File: config.mk
export PLATFORM = sky130hd
export DESIGN_NAME = exs_sequencer
export DESIGN_NICKNAME = d
export VERILOG_FILES = /design/src/hdl/exs_pkg.sv /design/src/hdl/exs_sequencer.sv
export SDC_FILE = /design/constraint.sdc
export NUM_CORES = 1
export LEC_CHECK = 0
export BUFFER_PORTS_ARGS = -buffer_cell sky130_fd_sc_hd__buf_2
export CORE_MARGIN = 2
export CORE_UTILIZATION = 50
export DETAILED_ROUTE_END_ITERATION = 8
export GPL_ROUTABILITY_DRIVEN = 0
export PLACE_DENSITY = 0.73
export SETUP_SLACK_MARGIN = 0.5
export SLEW_MARGIN = 20
export SYNTH_ARGS = -nofsm -noshare
export SYNTH_HDL_FRONTEND = slang
export SYNTH_SLANG_ARGS = --single-unit
export TNS_END_PERCENT = 100
File: constraint.sdc
create_clock -name clk_i -period 7.2 [get_ports clk_i]
set_clock_uncertainty 0.1 [all_clocks]
set_input_delay 2.16 -clock clk_i [delete_from_list [all_inputs] [get_ports clk_i]]
set_output_delay 2.16 -clock clk_i [all_outputs]
set_load 0.02 [all_outputs]
File: src/hdl/exs_pkg.sv
// package: constants, encodings and types for the exception entry sequencer
package exs_pkg;

	// ----------------------------------------
	// vector numbers
	// ----------------------------------------
	localparam logic [7:0] VEC_POR_PC      = 8'h00;
	localparam logic [7:0] VEC_POR_SP      = 8'h01;
	localparam logic [7:0] VEC_MAN_PC      = 8'h02;
	localparam logic [7:0] VEC_MAN_SP      = 8'h03;
	localparam logic [7:0] VEC_GEN_ILLEGAL = 8'h04;
	localparam logic [7:0] VEC_SLOT_ILLEGAL = 8'h06;
	localparam logic [7:0] VEC_CPU_ADDR_ERR = 8'h09;
	localparam logic [7:0] VEC_DMA_ADDR_ERR = 8'h0a;
	localparam logic [7:0] VEC_NMI         = 8'h0b;
	localparam logic [7:0] VEC_USER_BREAK  = 8'h0c;

	// ----------------------------------------
	// status word layout and reset values
	// ----------------------------------------
	localparam int          MASK_LSB       = 4;
	localparam logic [3:0]  MASK_RESET_VAL = 4'hf;
	localparam logic [31:0] VBR_RESET_VAL  = 32'h0000_0000;
	localparam logic [31:0] WORD_BYTES     = 32'h0000_0004;
	localparam logic [1:0]  VEC_SHIFT      = 2'h2;

	// ----------------------------------------
	// decoded instruction classes
	// ----------------------------------------
	typedef enum logic [3:0] {
		OP_OTHER, OP_UNDEFINED,
		OP_JUMP, OP_JUMP_SUB, OP_BRANCH, OP_BRANCH_SUB, OP_RETURN_SUB, OP_RETURN_EXC,
		OP_BRANCH_FALSE_DLY, OP_BRANCH_TRUE_DLY, OP_BRANCH_SUB_FAR, OP_BRANCH_FAR,
		OP_BRANCH_TRUE, OP_BRANCH_FALSE, OP_SOFTWARE_TRAP
	} exs_op_type;

	// ----------------------------------------
	// selected source
	// ----------------------------------------
	typedef enum logic [3:0] {
		SRC_NONE, SRC_POR, SRC_MANUAL, SRC_CPU_AE, SRC_DMA_AE, SRC_NMI, SRC_UBRK,
		SRC_IRQ, SRC_PERIPH, SRC_TRAP, SRC_GEN_ILL, SRC_SLOT_ILL
	} exs_src_type;

	typedef enum {
		ST_IDLE, ST_RST_PC, ST_RST_SP, ST_PUSH_SR, ST_PUSH_PC, ST_VEC, ST_DONE
	} exs_state_type;

	// ----------------------------------------
	// delayed branch opcodes
	// ----------------------------------------
	function automatic logic exs_is_delayed(input exs_op_type op);
		exs_is_delayed = op inside {OP_JUMP, OP_JUMP_SUB, OP_BRANCH, OP_BRANCH_SUB, OP_RETURN_SUB,
			OP_RETURN_EXC, OP_BRANCH_FALSE_DLY, OP_BRANCH_TRUE_DLY, OP_BRANCH_SUB_FAR, OP_BRANCH_FAR};
	endfunction : exs_is_delayed

	// ----------------------------------------
	// opcodes that rewrite the program counter
	// ----------------------------------------
	function automatic logic exs_rewrites_pc(input exs_op_type op);
		exs_rewrites_pc = exs_is_delayed(op) || op inside {OP_BRANCH_TRUE, OP_BRANCH_FALSE, OP_SOFTWARE_TRAP};
	endfunction : exs_rewrites_pc

	function automatic logic [31:0] exs_vec_offset(input logic [7:0] vec);
		exs_vec_offset = {22'h0, vec, VEC_SHIFT'(2'h0)} ;
	endfunction : exs_vec_offset

endpackage : exs_pkg

File: src/hdl/exs_sequencer.sv
// exception entry sequencer: ranks sources, fetches vectors, stacks state
//
// Contract
// RULE1 - serve pending sources: resets, address errors, interrupts, instruction exceptions
// RULE2 - within groups: power-on, manual; cpu, dma; nmi, break, irq, peripheral; trap, illegal, slot
// RULE3 - power-on starts on its pin rising; manual on its pin rising with power-on high
// RULE4 - address errors and interrupts start only after the running instruction completes
// RULE5 - software trap starts when the trap instruction executes
// RULE6 - undefined code outside a delay slot raises general illegal
// RULE7 - undefined or pc-rewriting code in a delay slot raises slot illegal
// RULE8 - the ten delayed branch classes each open a checked delay slot
// RULE9 - delayed branches plus conditional branches and trap rewrite the pc
// RULE10 - power-on fetches pc from word 0 and sp from word 4
// RULE11 - manual reset fetches pc from word 8 and sp from word 12
// RULE12 - reset clears vector base and sets the mask field to all ones
// RULE13 - after reset, execution starts at the fetched pc
// RULE14 - non-reset entry pushes status word and pc on the stack
// RULE15 - interrupt entry loads the accepted level into the mask field
// RULE16 - address error and instruction entry keep the mask field
// RULE17 - non-reset entry fetches the handler address and jumps there
// RULE18 - vector address is base plus four times number; resets use no base
// RULE19 - power-on resets peripherals too; manual reset only the cpu
// RULE20 - lower sources stay pending and are judged again at next acceptance; the code drops a pending manual reset when power-on is accepted
`timescale 1ns/1ps
module exs_sequencer
	import exs_pkg::*;
#(
	parameter int ADDR_W = 32
) (
	// clock and reset
	input  wire logic              clk_i,
	input  wire logic              rst_i,
	// reset pins
	input  wire logic              power_on_reset_pin_n_i,
	input  wire logic              manual_reset_pin_n_i,
	// pipeline side
	input  wire exs_op_type        dec_op_i,
	input  wire logic              dec_valid_i,
	input  wire logic              insn_done_i,
	input  wire logic [7:0]        trap_vec_i,
	input  wire logic [31:0]       pc_i,
	input  wire logic [31:0]       sp_i,
	input  wire logic [31:0]       status_word_i,
	// address error and interrupt sources
	input  wire logic              cpu_addr_err_i,
	input  wire logic              dma_addr_err_i,
	input  wire logic              nmi_i,
	input  wire logic              user_break_i,
	input  wire logic              irq_i,
	input  wire logic [7:0]        irq_vec_i,
	input  wire logic [3:0]        irq_level_i,
	input  wire logic              periph_i,
	input  wire logic [7:0]        periph_vec_i,
	input  wire logic [3:0]        periph_level_i,
	input  wire logic [3:0]        nmi_level_i,
	input  wire logic [3:0]        ubrk_level_i,
	// memory bus
	output logic                   mem_req_o,
	output logic                   mem_we_o,
	output logic [ADDR_W-1:0]      mem_addr_o,
	output logic [31:0]            mem_wdata_o,
	input  wire logic              mem_ack_i,
	input  wire logic [31:0]       mem_rdata_i,
	// results to the cpu
	output logic                   pipe_hold_o,
	output logic                   redirect_o,
	output logic [31:0]            new_pc_o,
	output logic                   sp_we_o,
	output logic [31:0]            new_sp_o,
	output logic [31:0]            vector_base_reg_o,
	output logic [31:0]            status_word_o,
	output logic                   periph_reset_o,
	output logic                   ack_src_o,
	output exs_src_type            ack_src_kind_o
);

	// ----------------------------------------
	// state
	// ----------------------------------------
	typedef struct packed {
		exs_state_type st;
		exs_src_type   src;
		logic          por_prev_n;
		logic          man_prev_n;
		logic          por_pend;
		logic          man_pend;
		logic          in_slot;
		logic          trap_pend;
		logic          gen_pend;
		logic          slot_pend;
		logic [7:0]    trap_vec;
		logic [7:0]    vec;
		logic [3:0]    level;
		logic [31:0]   sp;
		logic [31:0]   pc;
		logic [31:0]   vector_base_reg;
		logic [31:0]   sw;
		logic          mem_req;
		logic          mem_we;
		logic [31:0]   mem_addr;
		logic [31:0]   mem_wdata;
		logic          redirect;
		logic [31:0]   new_pc;
		logic          sp_we;
		logic [31:0]   new_sp;
		logic          periph_rst;
		logic          ack;
	} exs_regs_type;

	exs_regs_type r;
	exs_regs_type next_r;

	function automatic logic [31:0] set_mask(input logic [31:0] sw, input logic [3:0] lvl);
		logic [31:0] v;
		v = sw;
		v[MASK_LSB +: 4] = lvl;
		set_mask = v;
	endfunction : set_mask

	always_comb begin
		logic [3:0]  lvl;
		logic        take;
		logic        async_ok;
		lvl = 4'h0;
		take = 1'b0;
		async_ok = 1'b0;
		next_r = r;
		next_r.redirect = 1'b0;
		next_r.sp_we = 1'b0;
		next_r.ack = 1'b0;
		next_r.periph_rst = 1'b0;
		next_r.por_prev_n = power_on_reset_pin_n_i;
		next_r.man_prev_n = manual_reset_pin_n_i;
		// address errors and interrupts wait for the running instruction and
		// never split a branch from its delay slot
		async_ok = insn_done_i && !r.in_slot; // RULE4
		take = 1'b1;
		unique case (r.st)
			ST_IDLE: begin
				// RULE1 RULE2 RULE20: first match wins, the rest stay pending except manual reset, which power-on clears
				if (r.por_pend) begin
					next_r.src = SRC_POR;
					next_r.por_pend = 1'b0;
					next_r.man_pend = 1'b0;
					next_r.periph_rst = 1'b1; // RULE19
				end else if (r.man_pend) begin
					next_r.src = SRC_MANUAL;
					next_r.man_pend = 1'b0;
				end else if (async_ok && cpu_addr_err_i) begin
					next_r.src = SRC_CPU_AE;
					next_r.vec = VEC_CPU_ADDR_ERR;
				end else if (async_ok && dma_addr_err_i) begin
					next_r.src = SRC_DMA_AE;
					next_r.vec = VEC_DMA_ADDR_ERR;
				end else if (async_ok && nmi_i) begin
					next_r.src = SRC_NMI;
					next_r.vec = VEC_NMI;
					lvl = nmi_level_i;
				end else if (async_ok && user_break_i) begin
					next_r.src = SRC_UBRK;
					next_r.vec = VEC_USER_BREAK;
					lvl = ubrk_level_i;
				end else if (async_ok && irq_i) begin
					next_r.src = SRC_IRQ;
					next_r.vec = irq_vec_i;
					lvl = irq_level_i;
				end else if (async_ok && periph_i) begin
					next_r.src = SRC_PERIPH;
					next_r.vec = periph_vec_i;
					lvl = periph_level_i;
				end else if (r.trap_pend) begin
					next_r.src = SRC_TRAP;
					next_r.vec = r.trap_vec;
					next_r.trap_pend = 1'b0;
				end else if (r.gen_pend) begin
					next_r.src = SRC_GEN_ILL;
					next_r.vec = VEC_GEN_ILLEGAL;
					next_r.gen_pend = 1'b0;
				end else if (r.slot_pend) begin
					next_r.src = SRC_SLOT_ILL;
					next_r.vec = VEC_SLOT_ILLEGAL;
					next_r.slot_pend = 1'b0;
				end else begin
					take = 1'b0;
				end
				next_r.level = lvl;
				if (take && power_on_reset_pin_n_i) begin
					next_r.ack = 1'b1;
					next_r.in_slot = 1'b0;
					next_r.mem_req = 1'b1;
					next_r.mem_we = 1'b0;
					if (r.por_pend || r.man_pend) begin
						next_r.st = ST_RST_PC;
						// RULE10 RULE11 RULE18: reset vectors use no base
						next_r.mem_addr = exs_vec_offset(r.por_pend ? VEC_POR_PC : VEC_MAN_PC);
					end else begin
						next_r.st = ST_PUSH_SR;
						next_r.pc = pc_i;
						next_r.sw = status_word_i;
						next_r.sp = sp_i - WORD_BYTES;
						next_r.mem_we = 1'b1;
						next_r.mem_addr = sp_i - WORD_BYTES; // RULE14
						next_r.mem_wdata = status_word_i;
					end
				end
			end
			ST_RST_PC: if (mem_ack_i) begin
				next_r.new_pc = mem_rdata_i;
				next_r.mem_addr = exs_vec_offset(r.src == SRC_POR ? VEC_POR_SP : VEC_MAN_SP);
				next_r.st = ST_RST_SP;
			end
			ST_RST_SP: if (mem_ack_i) begin
				next_r.mem_req = 1'b0;
				next_r.new_sp = mem_rdata_i;
				next_r.sp_we = 1'b1;
				next_r.vector_base_reg = VBR_RESET_VAL; // RULE12
				next_r.sw = set_mask(r.sw, MASK_RESET_VAL); // RULE12
				next_r.redirect = 1'b1; // RULE13
				next_r.st = ST_DONE;
			end
			ST_PUSH_SR: if (mem_ack_i) begin
				next_r.sp = r.sp - WORD_BYTES;
				next_r.mem_addr = r.sp - WORD_BYTES;
				next_r.mem_wdata = r.pc; // RULE14
				next_r.st = ST_PUSH_PC;
			end
			ST_PUSH_PC: if (mem_ack_i) begin
				next_r.mem_we = 1'b0;
				next_r.mem_addr = r.vector_base_reg + exs_vec_offset(r.vec); // RULE18
				next_r.st = ST_VEC;
			end
			ST_VEC: if (mem_ack_i) begin
				next_r.mem_req = 1'b0;
				next_r.new_pc = mem_rdata_i;
				next_r.new_sp = r.sp;
				next_r.sp_we = 1'b1;
				// RULE15 RULE16
				if (r.src inside {SRC_NMI, SRC_UBRK, SRC_IRQ, SRC_PERIPH}) begin
					next_r.sw = set_mask(r.sw, r.level);
				end
				next_r.redirect = 1'b1; // RULE17
				next_r.st = ST_DONE;
			end
			ST_DONE: next_r.st = ST_IDLE;
		endcase
		// latches come after acceptance so a new event in the clearing cycle wins
		// pin edges are latched so a busy sequencer never misses one
		if (!r.por_prev_n && power_on_reset_pin_n_i) begin
			next_r.por_pend = 1'b1; // RULE3
		end
		if (!r.man_prev_n && manual_reset_pin_n_i && power_on_reset_pin_n_i) begin
			next_r.man_pend = 1'b1; // RULE3
		end
		// instruction-caused sources, tracked per decoded instruction
		if (dec_valid_i && r.st == ST_IDLE) begin
			next_r.in_slot = exs_is_delayed(dec_op_i); // RULE8
			if (r.in_slot && (dec_op_i == OP_UNDEFINED || exs_rewrites_pc(dec_op_i))) begin
				next_r.slot_pend = 1'b1; // RULE7 RULE9
			end else if (dec_op_i == OP_UNDEFINED) begin
				next_r.gen_pend = 1'b1; // RULE6
			end else if (dec_op_i == OP_SOFTWARE_TRAP) begin
				next_r.trap_pend = 1'b1; // RULE5
				next_r.trap_vec = trap_vec_i;
			end
		end
		// a held power-on pin aborts any entry in flight
		if (!power_on_reset_pin_n_i) begin
			next_r.st = ST_IDLE;
			next_r.mem_req = 1'b0;
			next_r.redirect = 1'b0;
			next_r.sp_we = 1'b0;
			next_r.periph_rst = 1'b1; // RULE19
			next_r.trap_pend = 1'b0;
			next_r.gen_pend = 1'b0;
			next_r.slot_pend = 1'b0;
		end
	end

	always_ff @(posedge clk_i) begin
		if (rst_i) begin
			r <= '{st: ST_IDLE, src: SRC_NONE, por_prev_n: 1'b1, man_prev_n: 1'b1,
				vector_base_reg: VBR_RESET_VAL, sw: {{(32 - MASK_LSB - 4){1'b0}}, MASK_RESET_VAL, 4'h0},
				default: '0};
		end else begin
			r <= next_r;
		end
	end

	// ----------------------------------------
	// outputs
	// ----------------------------------------
	assign mem_req_o         = r.mem_req;
	assign mem_we_o          = r.mem_we;
	assign mem_addr_o        = r.mem_addr[ADDR_W-1:0];
	assign mem_wdata_o       = r.mem_wdata;
	assign pipe_hold_o       = (r.st != ST_IDLE);
	assign redirect_o        = r.redirect;
	assign new_pc_o          = r.new_pc;
	assign sp_we_o           = r.sp_we;
	assign new_sp_o          = r.new_sp;
	assign vector_base_reg_o = r.vector_base_reg;
	assign status_word_o     = r.sw;
	assign periph_reset_o    = r.periph_rst;
	assign ack_src_o         = r.ack;
	assign ack_src_kind_o    = r.src;

endmodule : exs_sequencer

==> results of run 1 <==
-- where the power goes --
part | total, mW | switching, mW | internal, mW
sequential | 1.66 | 0.0914 | 1.57
clock | 1.50 | 0.587 | 0.909
combinational | 0.786 | 0.514 | 0.272
total | 3.94 | 1.19 | 2.75
-- worst min-delay path: cells and delay by family, from the launching register on --
family,cells,cell delay [ps]
compound gates,1,50
simple gates,1,50
flops,1,300
-- cell usage after synthesis (5+ instances only) --
cell type | n | area (sq um)
and2_1 | 32 | 200.2
a211oi_1 | 28 | 210.2
a311oi_1 | 45 | 394.1
clkbuf_1 | 104 | 390.4
nor2b_1 | 11 | 68.82
nand3_1 | 29 | 145.1
o22ai_1 | 8 | 50.05
mux2i_1 | 10 | 100.1
nor3_1 | 79 | 395.4
xor2_1 | 39 | 341.6
nor4_1 | 17 | 106.4
nor3b_1 | 6 | 45.04
nand2_1 | 267 | 1002
buf_4 | 197 | 1479
or4_1 | 5 | 37.54
o21ai_0 | 25 | 125.1
dfxtp_1 | 264 | 5285
or3_1 | 8 | 50.05
inv_1 | 8 | 30.03
buf_2 | 13 | 65.06
xnor2_1 | 12 | 105.1
a221oi_1 | 41 | 359.1
nor4_2 | 5 | 62.56
o21ai_1 | 10 | 50.05
nand2b_1 | 8 | 50.05
and3_1 | 9 | 56.30
nand3b_1 | 7 | 52.55
a31oi_1 | 29 | 181.4
nor2_1 | 214 | 803.3
a21oi_1 | 103 | 515.5
a22oi_1 | 15 | 112.6
-- layout make-up --
| cell class | instances | area, sq um |
|---|---|---|
| Antenna cell | 1 | 2.502 |
| Clock buffer | 40 | 837.1 |
| Clock inverter | 9 | 120.1 |
| Fill cell | 2535 | 11670 |
| Inverter | 9 | 33.78 |
| Multi-Input combinational cell | 1161 | 6440 |
| Sequential cell | 264 | 5285 |
| Tap cell | 341 | 426.7 |
| Timing Repair Buffer | 372 | 1911 |
-- cells in the final DEF, fill, tap and decap left out, drive strengths merged, types with 7 or more instances in the layout --
master,n
a211oi,28
a21oi,103
a221oi,41
a22oi,15
a311oi,46
a31oi,29
and2,32
and3,9
buf,372
clkbuf,40
clkinv,7
conb,32
dfxtp,264
inv,8
mux2i,10
nand2,267
nand2b,8
nand3,29
nand3b,7
nor2,214
nor2b,11
nor3,82
nor4,24
o21ai,35
o22ai,8
or3,8
or4,7
xnor2,12
xor2,39
-- per-stage QoR --
stage / cell area (sq um) / std cells / worst slack (ps) / hold slack, ps
after floorplan: 13640 / 1750 / 2968 / 336.0
after global placement: 14090 / 2147 / 2183 / 338.4
after detailed placement: 14090 / 2147 / 2103 / 343.7
after CTS: 15050 / 2196 / 2657 / 351.5
after global routing: 15050 / 2196 / 2403 / 364.2
final: 15060 / 2197 / 2634 / 349.0
-- logic make-up (layout without fill, tap and decap cells) --
kind of cell    Yosys count  count (layout)
simple gates            723             723
compound gates          342             342
buf+inv                 325             430
flops                   264             264
xor+xnor                 51              51
mux                      11              11
fa+ha+maj                 2               2
other cells               1              33
-- worst min path at each step --
stage,start,end,depth (start not counted)
after global routing,new_pc_o[15],new_pc_o[15],2
after global placement,new_pc_o[18],new_pc_o[18],2
after CTS,new_pc_o[12],new_pc_o[12],2
after detailed placement,new_pc_o[12],new_pc_o[12],2
final,new_pc_o[10],new_pc_o[10],2
after floorplan,r[282],r[282],2
-- sequential cells by signal, summed over array words and instances (netlist names) --
signal          flops
mem_req_o           1
ack_src_kind_o      4
mem_we_o            1
status_word_o      32
mem_wdata_o        32
redirect_o          1
new_pc_o           32
mem_addr_o         32
r                  95
ack_src_o           1
new_sp_o           32
periph_reset_o      1
-- metal layers --
metal	share of wire	vias to the layer above
met5	0	-
met4	0.032	0
met3	0.094	76
met2	0.46	555
met1	0.41	5809
li1	-	6009
==> metrics.log, run 1 <==
[metrics] outcome: complete, no violations
[metrics] routing usage on met1: 0.3452
[metrics] detailed-route wire length per cell: between 15 and 20 um
[metrics] number of synthesized flops with an enable pin: 0
[metrics] clock net sink count: approximately 260
[metrics] final global-route overflow total: 0
[metrics] flip-flop and latch count after synthesis: 264
[metrics] number of buffers and inverters on the critical path: 2
[metrics] Final Hold Viols: 0
[metrics] Cells after Synth: 1719
[metrics] data arrival time of the critical path: 4900 ps
[metrics] cell area power density: 261.9 nW/um^2
[metrics] post-CTS clock slew at the launch and capture registers of the worst setup and hold paths: 60 ps
[metrics] count of endpoints failing setup in the final report: 0
[metrics] startpoint types: input pin
[metrics] Critical Path RT: 7530 ps
[metrics] met3 GRT Util: 0.06313
[metrics] sum of negative setup slack: 0 ps
[metrics] cells resized by post-CTS repair: 0
[metrics] family with the most delay on the worst path: compound AO/OA/AOI/OAI gates
[metrics] area growth from synthesis to layout: 11.32%
[metrics] Max Buffers Root-to-Sink: 3
[metrics] share of the yosys chip area belonging to registers: 0.3908
[metrics] half-perimeter wire length after detailed placement: approximately 28000 um
[metrics] leading register cell type out of synthesis: dfxtp_1
[metrics] worst setup path endpoint: mem_wdata_o[13]
[metrics] height of the die: 168.5 um
[metrics] top achievable clock speed: 219.0 MHz
[metrics] number of optimization iterations in the first detailed-route pass: 6
[metrics] Register-to-Register Path Depth: 6
[metrics] number of ports placed on the die boundary: 388
[metrics] Design Power: approximately 3.9 mW
[metrics] Synth Area in Simple Gates: 0.2458
[metrics] maximum level of the CTS H-tree: 1
[metrics] insertion delay of the later-clocked pin in the worst-skew pair: ~530 ps
[metrics] Critical R2R Capture: mem_addr_o[9]
[metrics] area fraction in compound gates after synthesis: 0.1734
[metrics] CTS tree: done
[metrics] final routed wirelength across all metal layers: 39490 um
[metrics] CP Cell Sequence: buf_2 > nor2b_1 > a21o_1 > o21ai_1 > o21ai_4 > buf_4 > nor2_1 > a311oi_1
[metrics] cts bufs inserted: 29
[metrics] routed via count divided by cell count: 5.666
[metrics] launch point of the critical path: insn_done_i
[metrics] syn avg cell area: 7.867 sq um
[metrics] die outline width: around 170 um
[metrics] # rows: 60
[metrics] fin nets: 2024
[metrics] peak-usage layer in the global routing report: met2
[metrics] class of the tightest hold or removal check: reg -> reg
[metrics] clock tree root driver cell: clkbuf_16
[metrics] proportion of layout cells with a drive suffix above 1: 0.2426
[metrics] highest-delay cell along the critical path: o21ai_4
[metrics] share of the clock period used by the worst path: 0.6341
[metrics] static leakage power: 6.415 nW
[metrics] RR Startpoint: r[296]
[metrics] fraction of synthesis flops using an asynchronous set or reset pin: 0
[metrics] count of nets left with antenna violations after detail routing: 0
[metrics] post-CTS setup buffer count: 0
[metrics] number of violations of the max-capacitance limit: 0
[metrics] number of synthesis warnings: 0
[metrics] largest driver fanout on the critical path: 48
[metrics] Critical Path Stages: 8
[metrics] worst-case vdd ir drop: between 0.15 and 0.2 mV
[metrics] vias in the first global route: 11600
[metrics] xor/xnor share of the synthesized area: 0.03303
[metrics] setup repair after global routing missed its margin: no
[metrics] area of the mapped netlist: 13520 sq um
[metrics] critical path class: in -> reg
[metrics] die area: 28380 sq um
[metrics] fraction of synthesized area in multiplexers: 0.008234
[metrics] Iter 0 DRT Violations: 1190
[metrics] number of DRC violations after detailed routing: 0
[metrics] Unique masters post-synth: 69
[metrics] reg-to-reg slack, setup: 3720 ps
[metrics] combinational family with the most area after synthesis: simple AND/OR/NAND/NOR gates
[metrics] overall via count from detail_route: roughly 12000
[metrics] share of synthesized cell area in full adder, half adder and majority cells: 0.001850
[metrics] overall global routing resource usage: 0.2671
[metrics] number of max-slew violations in the final report: 0
[metrics] slew margin rel.: 0.2831
[metrics] number of antenna violations at the first check in global routing: 2
[metrics] starting density of the core: 0.5060
[metrics] number of buffers inserted by hold repair at cts: 0
[metrics] slowest stage delay, CP: between 600 and 700 ps
[metrics] global-route wire length before repair: 61990 um
[metrics] Worst Setup End Kind: flip-flop
[metrics] core region area: around 27000 sq um
[metrics] final critical path time including I/O delays and setup: 4566 ps
[metrics] global routing usage on met2: 0.4435
[metrics] Worst Max-Slew Pin Slew: between 1000 and 1500 ps
[metrics] final cell utilization of the core: 0.5633
[metrics] Port Buffers: 355
[metrics] pin count of the biggest net entering global routing: 93
Power figures use the tool's default switching activity.
==> run 2: changes to the inputs <==
CORE_UTILIZATION = 48   (was 50)
PLACE_DENSITY = 0.74   (was 0.73)
clock period = 3.7 ns   (was 7.2 ns; I/O delays follow)
==> run 2 against run 1 <==
Against the previous run:
- non-clock buffer count rose by 27
- cell count up 3.1%
- cell area up 2.4%
- power is 99% higher
- register-to-register slack got worse by 2800 ps
- die area increased by 4.1%
- global-route usage is 0.90 points lower
- combinational power up 100%
- via count up 1.0%
- clock power is 100% higher
- first-iteration DRC count fell by 19%
- critical path depth down 4
- largest power group unchanged
- highest routed layer unchanged
==> metrics.log, run 2 (synthesized netlist as in run 1, its figures left out) <==
[metrics] final routed wirelength across all metal layers: between 30000 and 40000 um
[metrics] overall global routing resource usage: 0.2581
[metrics] slowest stage delay, CP: between 600 and 700 ps
[metrics] Iter 0 DRT Violations: 958
[metrics] # rows: 61
[metrics] worst-case vdd ir drop: between 0.3 and 0.4 mV
[metrics] setup repair after global routing missed its margin: no
[metrics] post-CTS clock slew at the launch and capture registers of the worst setup and hold paths: around 60 ps
[metrics] final global-route overflow total: 0
[metrics] post-place setup slack: 45.39 ps
[metrics] global-route wire length before repair: 61560 um
[metrics] detailed-route wire length per cell: 17.53 um
[metrics] Worst Setup End Kind: primary output
[metrics] insertion delay of the later-clocked pin in the worst-skew pair: roughly 540 ps
[metrics] slew margin rel.: 0.3432
[metrics] proportion of layout cells with a drive suffix above 1: 0.2556
[metrics] count of nets left with antenna violations after detail routing: 0
[metrics] RR Startpoint: r[234]
[metrics] core region area: 27780 sq um
[metrics] share of the clock period used by the worst path: 0.8181
[metrics] area growth from synthesis to layout: 13.99%
[metrics] max reg flops: 95
[metrics] die area: 29530 sq um
[metrics] reg-to-reg slack, setup: 890 ps
[metrics] commonest non-fill, non-tap cell in the layout: buf_2
[metrics] Port Buffers: ~360
[metrics] routed via count divided by cell count: 5.553
[metrics] final design area excluding fillers: 15420 sq um
[metrics] Max Buffers Root-to-Sink: 3
[metrics] fin nets: 2051
[metrics] final critical path time including I/O delays and setup: 3027 ps
[metrics] number of buffers inserted by hold repair at cts: 0
[metrics] number of ports placed on the die boundary: 388
[metrics] placed instance area: 14400 sq um
[metrics] largest reg by FF count: r
[metrics] die outline width: 171.9 um
[metrics] clock tree root driver cell: clkbuf_16
[metrics] cts bufs inserted: 29
[metrics] half-perimeter wire length after detailed placement: 28480 um
[metrics] startpoint types: flip-flop
[metrics] number of DRC violations after detailed routing: 0
[metrics] number of max-slew violations in the final report: 0
[metrics] most used cells in the layout excluding fill and tap cells: 354 x buf_2, 266 x nand2_1, 263 x dfxtp_1
[metrics] pin count of the biggest net entering global routing: 144
[metrics] worst setup path endpoint: pipe_hold_o
[metrics] overall via count from detail_route: 12580
[metrics] cell area power density: 509.2 nW/um^2
[metrics] static leakage power: approximately 6.6 nW
[metrics] class of the tightest hold or removal check: reg -> reg
[metrics] largest driver fanout on the critical path: 14
[metrics] Critical R2R Capture: r[255]
[metrics] final cell utilization of the core: 0.5549
[metrics] Register-to-Register Path Depth: 6
[metrics] number of optimization iterations in the first detailed-route pass: 5
[metrics] clock net sink count: 264
[metrics] vias in the first global route: between 10000 and 15000
[metrics] data arrival time of the critical path: 1820 ps
[metrics] CP Cell Sequence: nor3_2 > buf_4 > inv_1 > buf_2
[metrics] outcome: complete, no violations
[metrics] number of violations of the max-capacitance limit: 0
[metrics] CTS tree: done
[metrics] worst setup slack after layout: between 600 and 700 ps
[metrics] post-CTS setup buffer count: 0
[metrics] sum of negative setup slack: 0 ps
[metrics] launch point of the critical path: r[294]
[metrics] Worst Max-Slew Pin Slew: just under 1000 ps
[metrics] starting density of the core: 0.4868
[metrics] height of the die: ~170 um
[metrics] maximum level of the CTS H-tree: 1
[metrics] Critical Path RT: 2490 ps
[metrics] layout filler cell count: 2682
[metrics] highest-delay cell along the critical path: dfxtp_1
[metrics] number of antenna violations at the first check in global routing: 1
[metrics] count of endpoints failing setup in the final report: 0
[metrics] critical path class: reg -> out
[metrics] Final Hold Viols: 0
[metrics] top achievable clock speed: 330.3 MHz
-- run 2: cell types whose count changed in the layout (fill, tap and decap cells not counted), sizes merged --
cell and delta:
clkinvlp +1, bufinv +2, buf +27, clkbuf -4
clkinv +5
-- run 2: area by class of cell --
class                      count  area (sq um)  area share
antenna                        1         2.502   0.0001623
inverter                       9         33.78    0.002191
clock inverter                17         220.2     0.01428
multi-input combinational   1161          6442      0.4179
clock buffer                  36         782.0     0.05073
tap                          378         473.0     0.03068
timing repair buffer         399          2176      0.1411
sequential                   264          5286      0.3429
-- run 2: worst min path at each step --
stage,depth (start not counted),to,startpoint,slack [ps]
floorplan,2,r[282],r[282],340
global placement,2,new_pc_o[11],new_pc_o[11],340
detailed placement,2,new_pc_o[22],new_pc_o[22],340
CTS,2,new_pc_o[22],new_pc_o[22],350
global route,2,new_pc_o[14],new_pc_o[14],360
finish,2,new_pc_o[11],new_pc_o[11],350
-- run 2: timing repair --
| action | in CTS | in global routing |
|---|---|---|
| resized for setup | 0 | 2 |
| setup endpoints to repair | 0 | 4 |
| endpoints found under the hold margin | 0 | 0 |
-- run 2: through the flow --
| stage | power, mW | hold slack, ps | cells |
|---|---|---|---|
| 3_3_place_gp | 4.829 | 338.1 | 2211 |
| 6_report | 7.849 | 350.0 | 2265 |
| 4_1_cts | 7.893 | 351.6 | 2264 |
| 2_1_floorplan | 4.480 | 336.0 | 1750 |
| 5_1_grt | 8.190 | 363.0 | 2265 |
| 3_5_place_dp | 4.861 | 343.2 | 2211 |
-- run 2: where the power goes --
group | internal [mW] | total, mW | switching [mW]
registers | 3.06 | 3.22 | 0.162
logic | 0.573 | 1.60 | 1.03
clock network | 1.84 | 3.03 | 1.19
-- run 2: routing by layer --
layer  track usage  vias to the layer above  wire [um]
met4       0.08403                        0       1309
met1        0.3334                     5862      16550
met5             0                        -          0
met2        0.4243                      573      18030
li1              -                     6063          -
met3       0.06294                       79       3816
-- run 2: critical path: cells and delay by family (launching register included) --
family / cells / cell delay, ps
buffers and inverters: 3 / 560
DFF: 1 / 620
and+or+nand+nor: 1 / 90
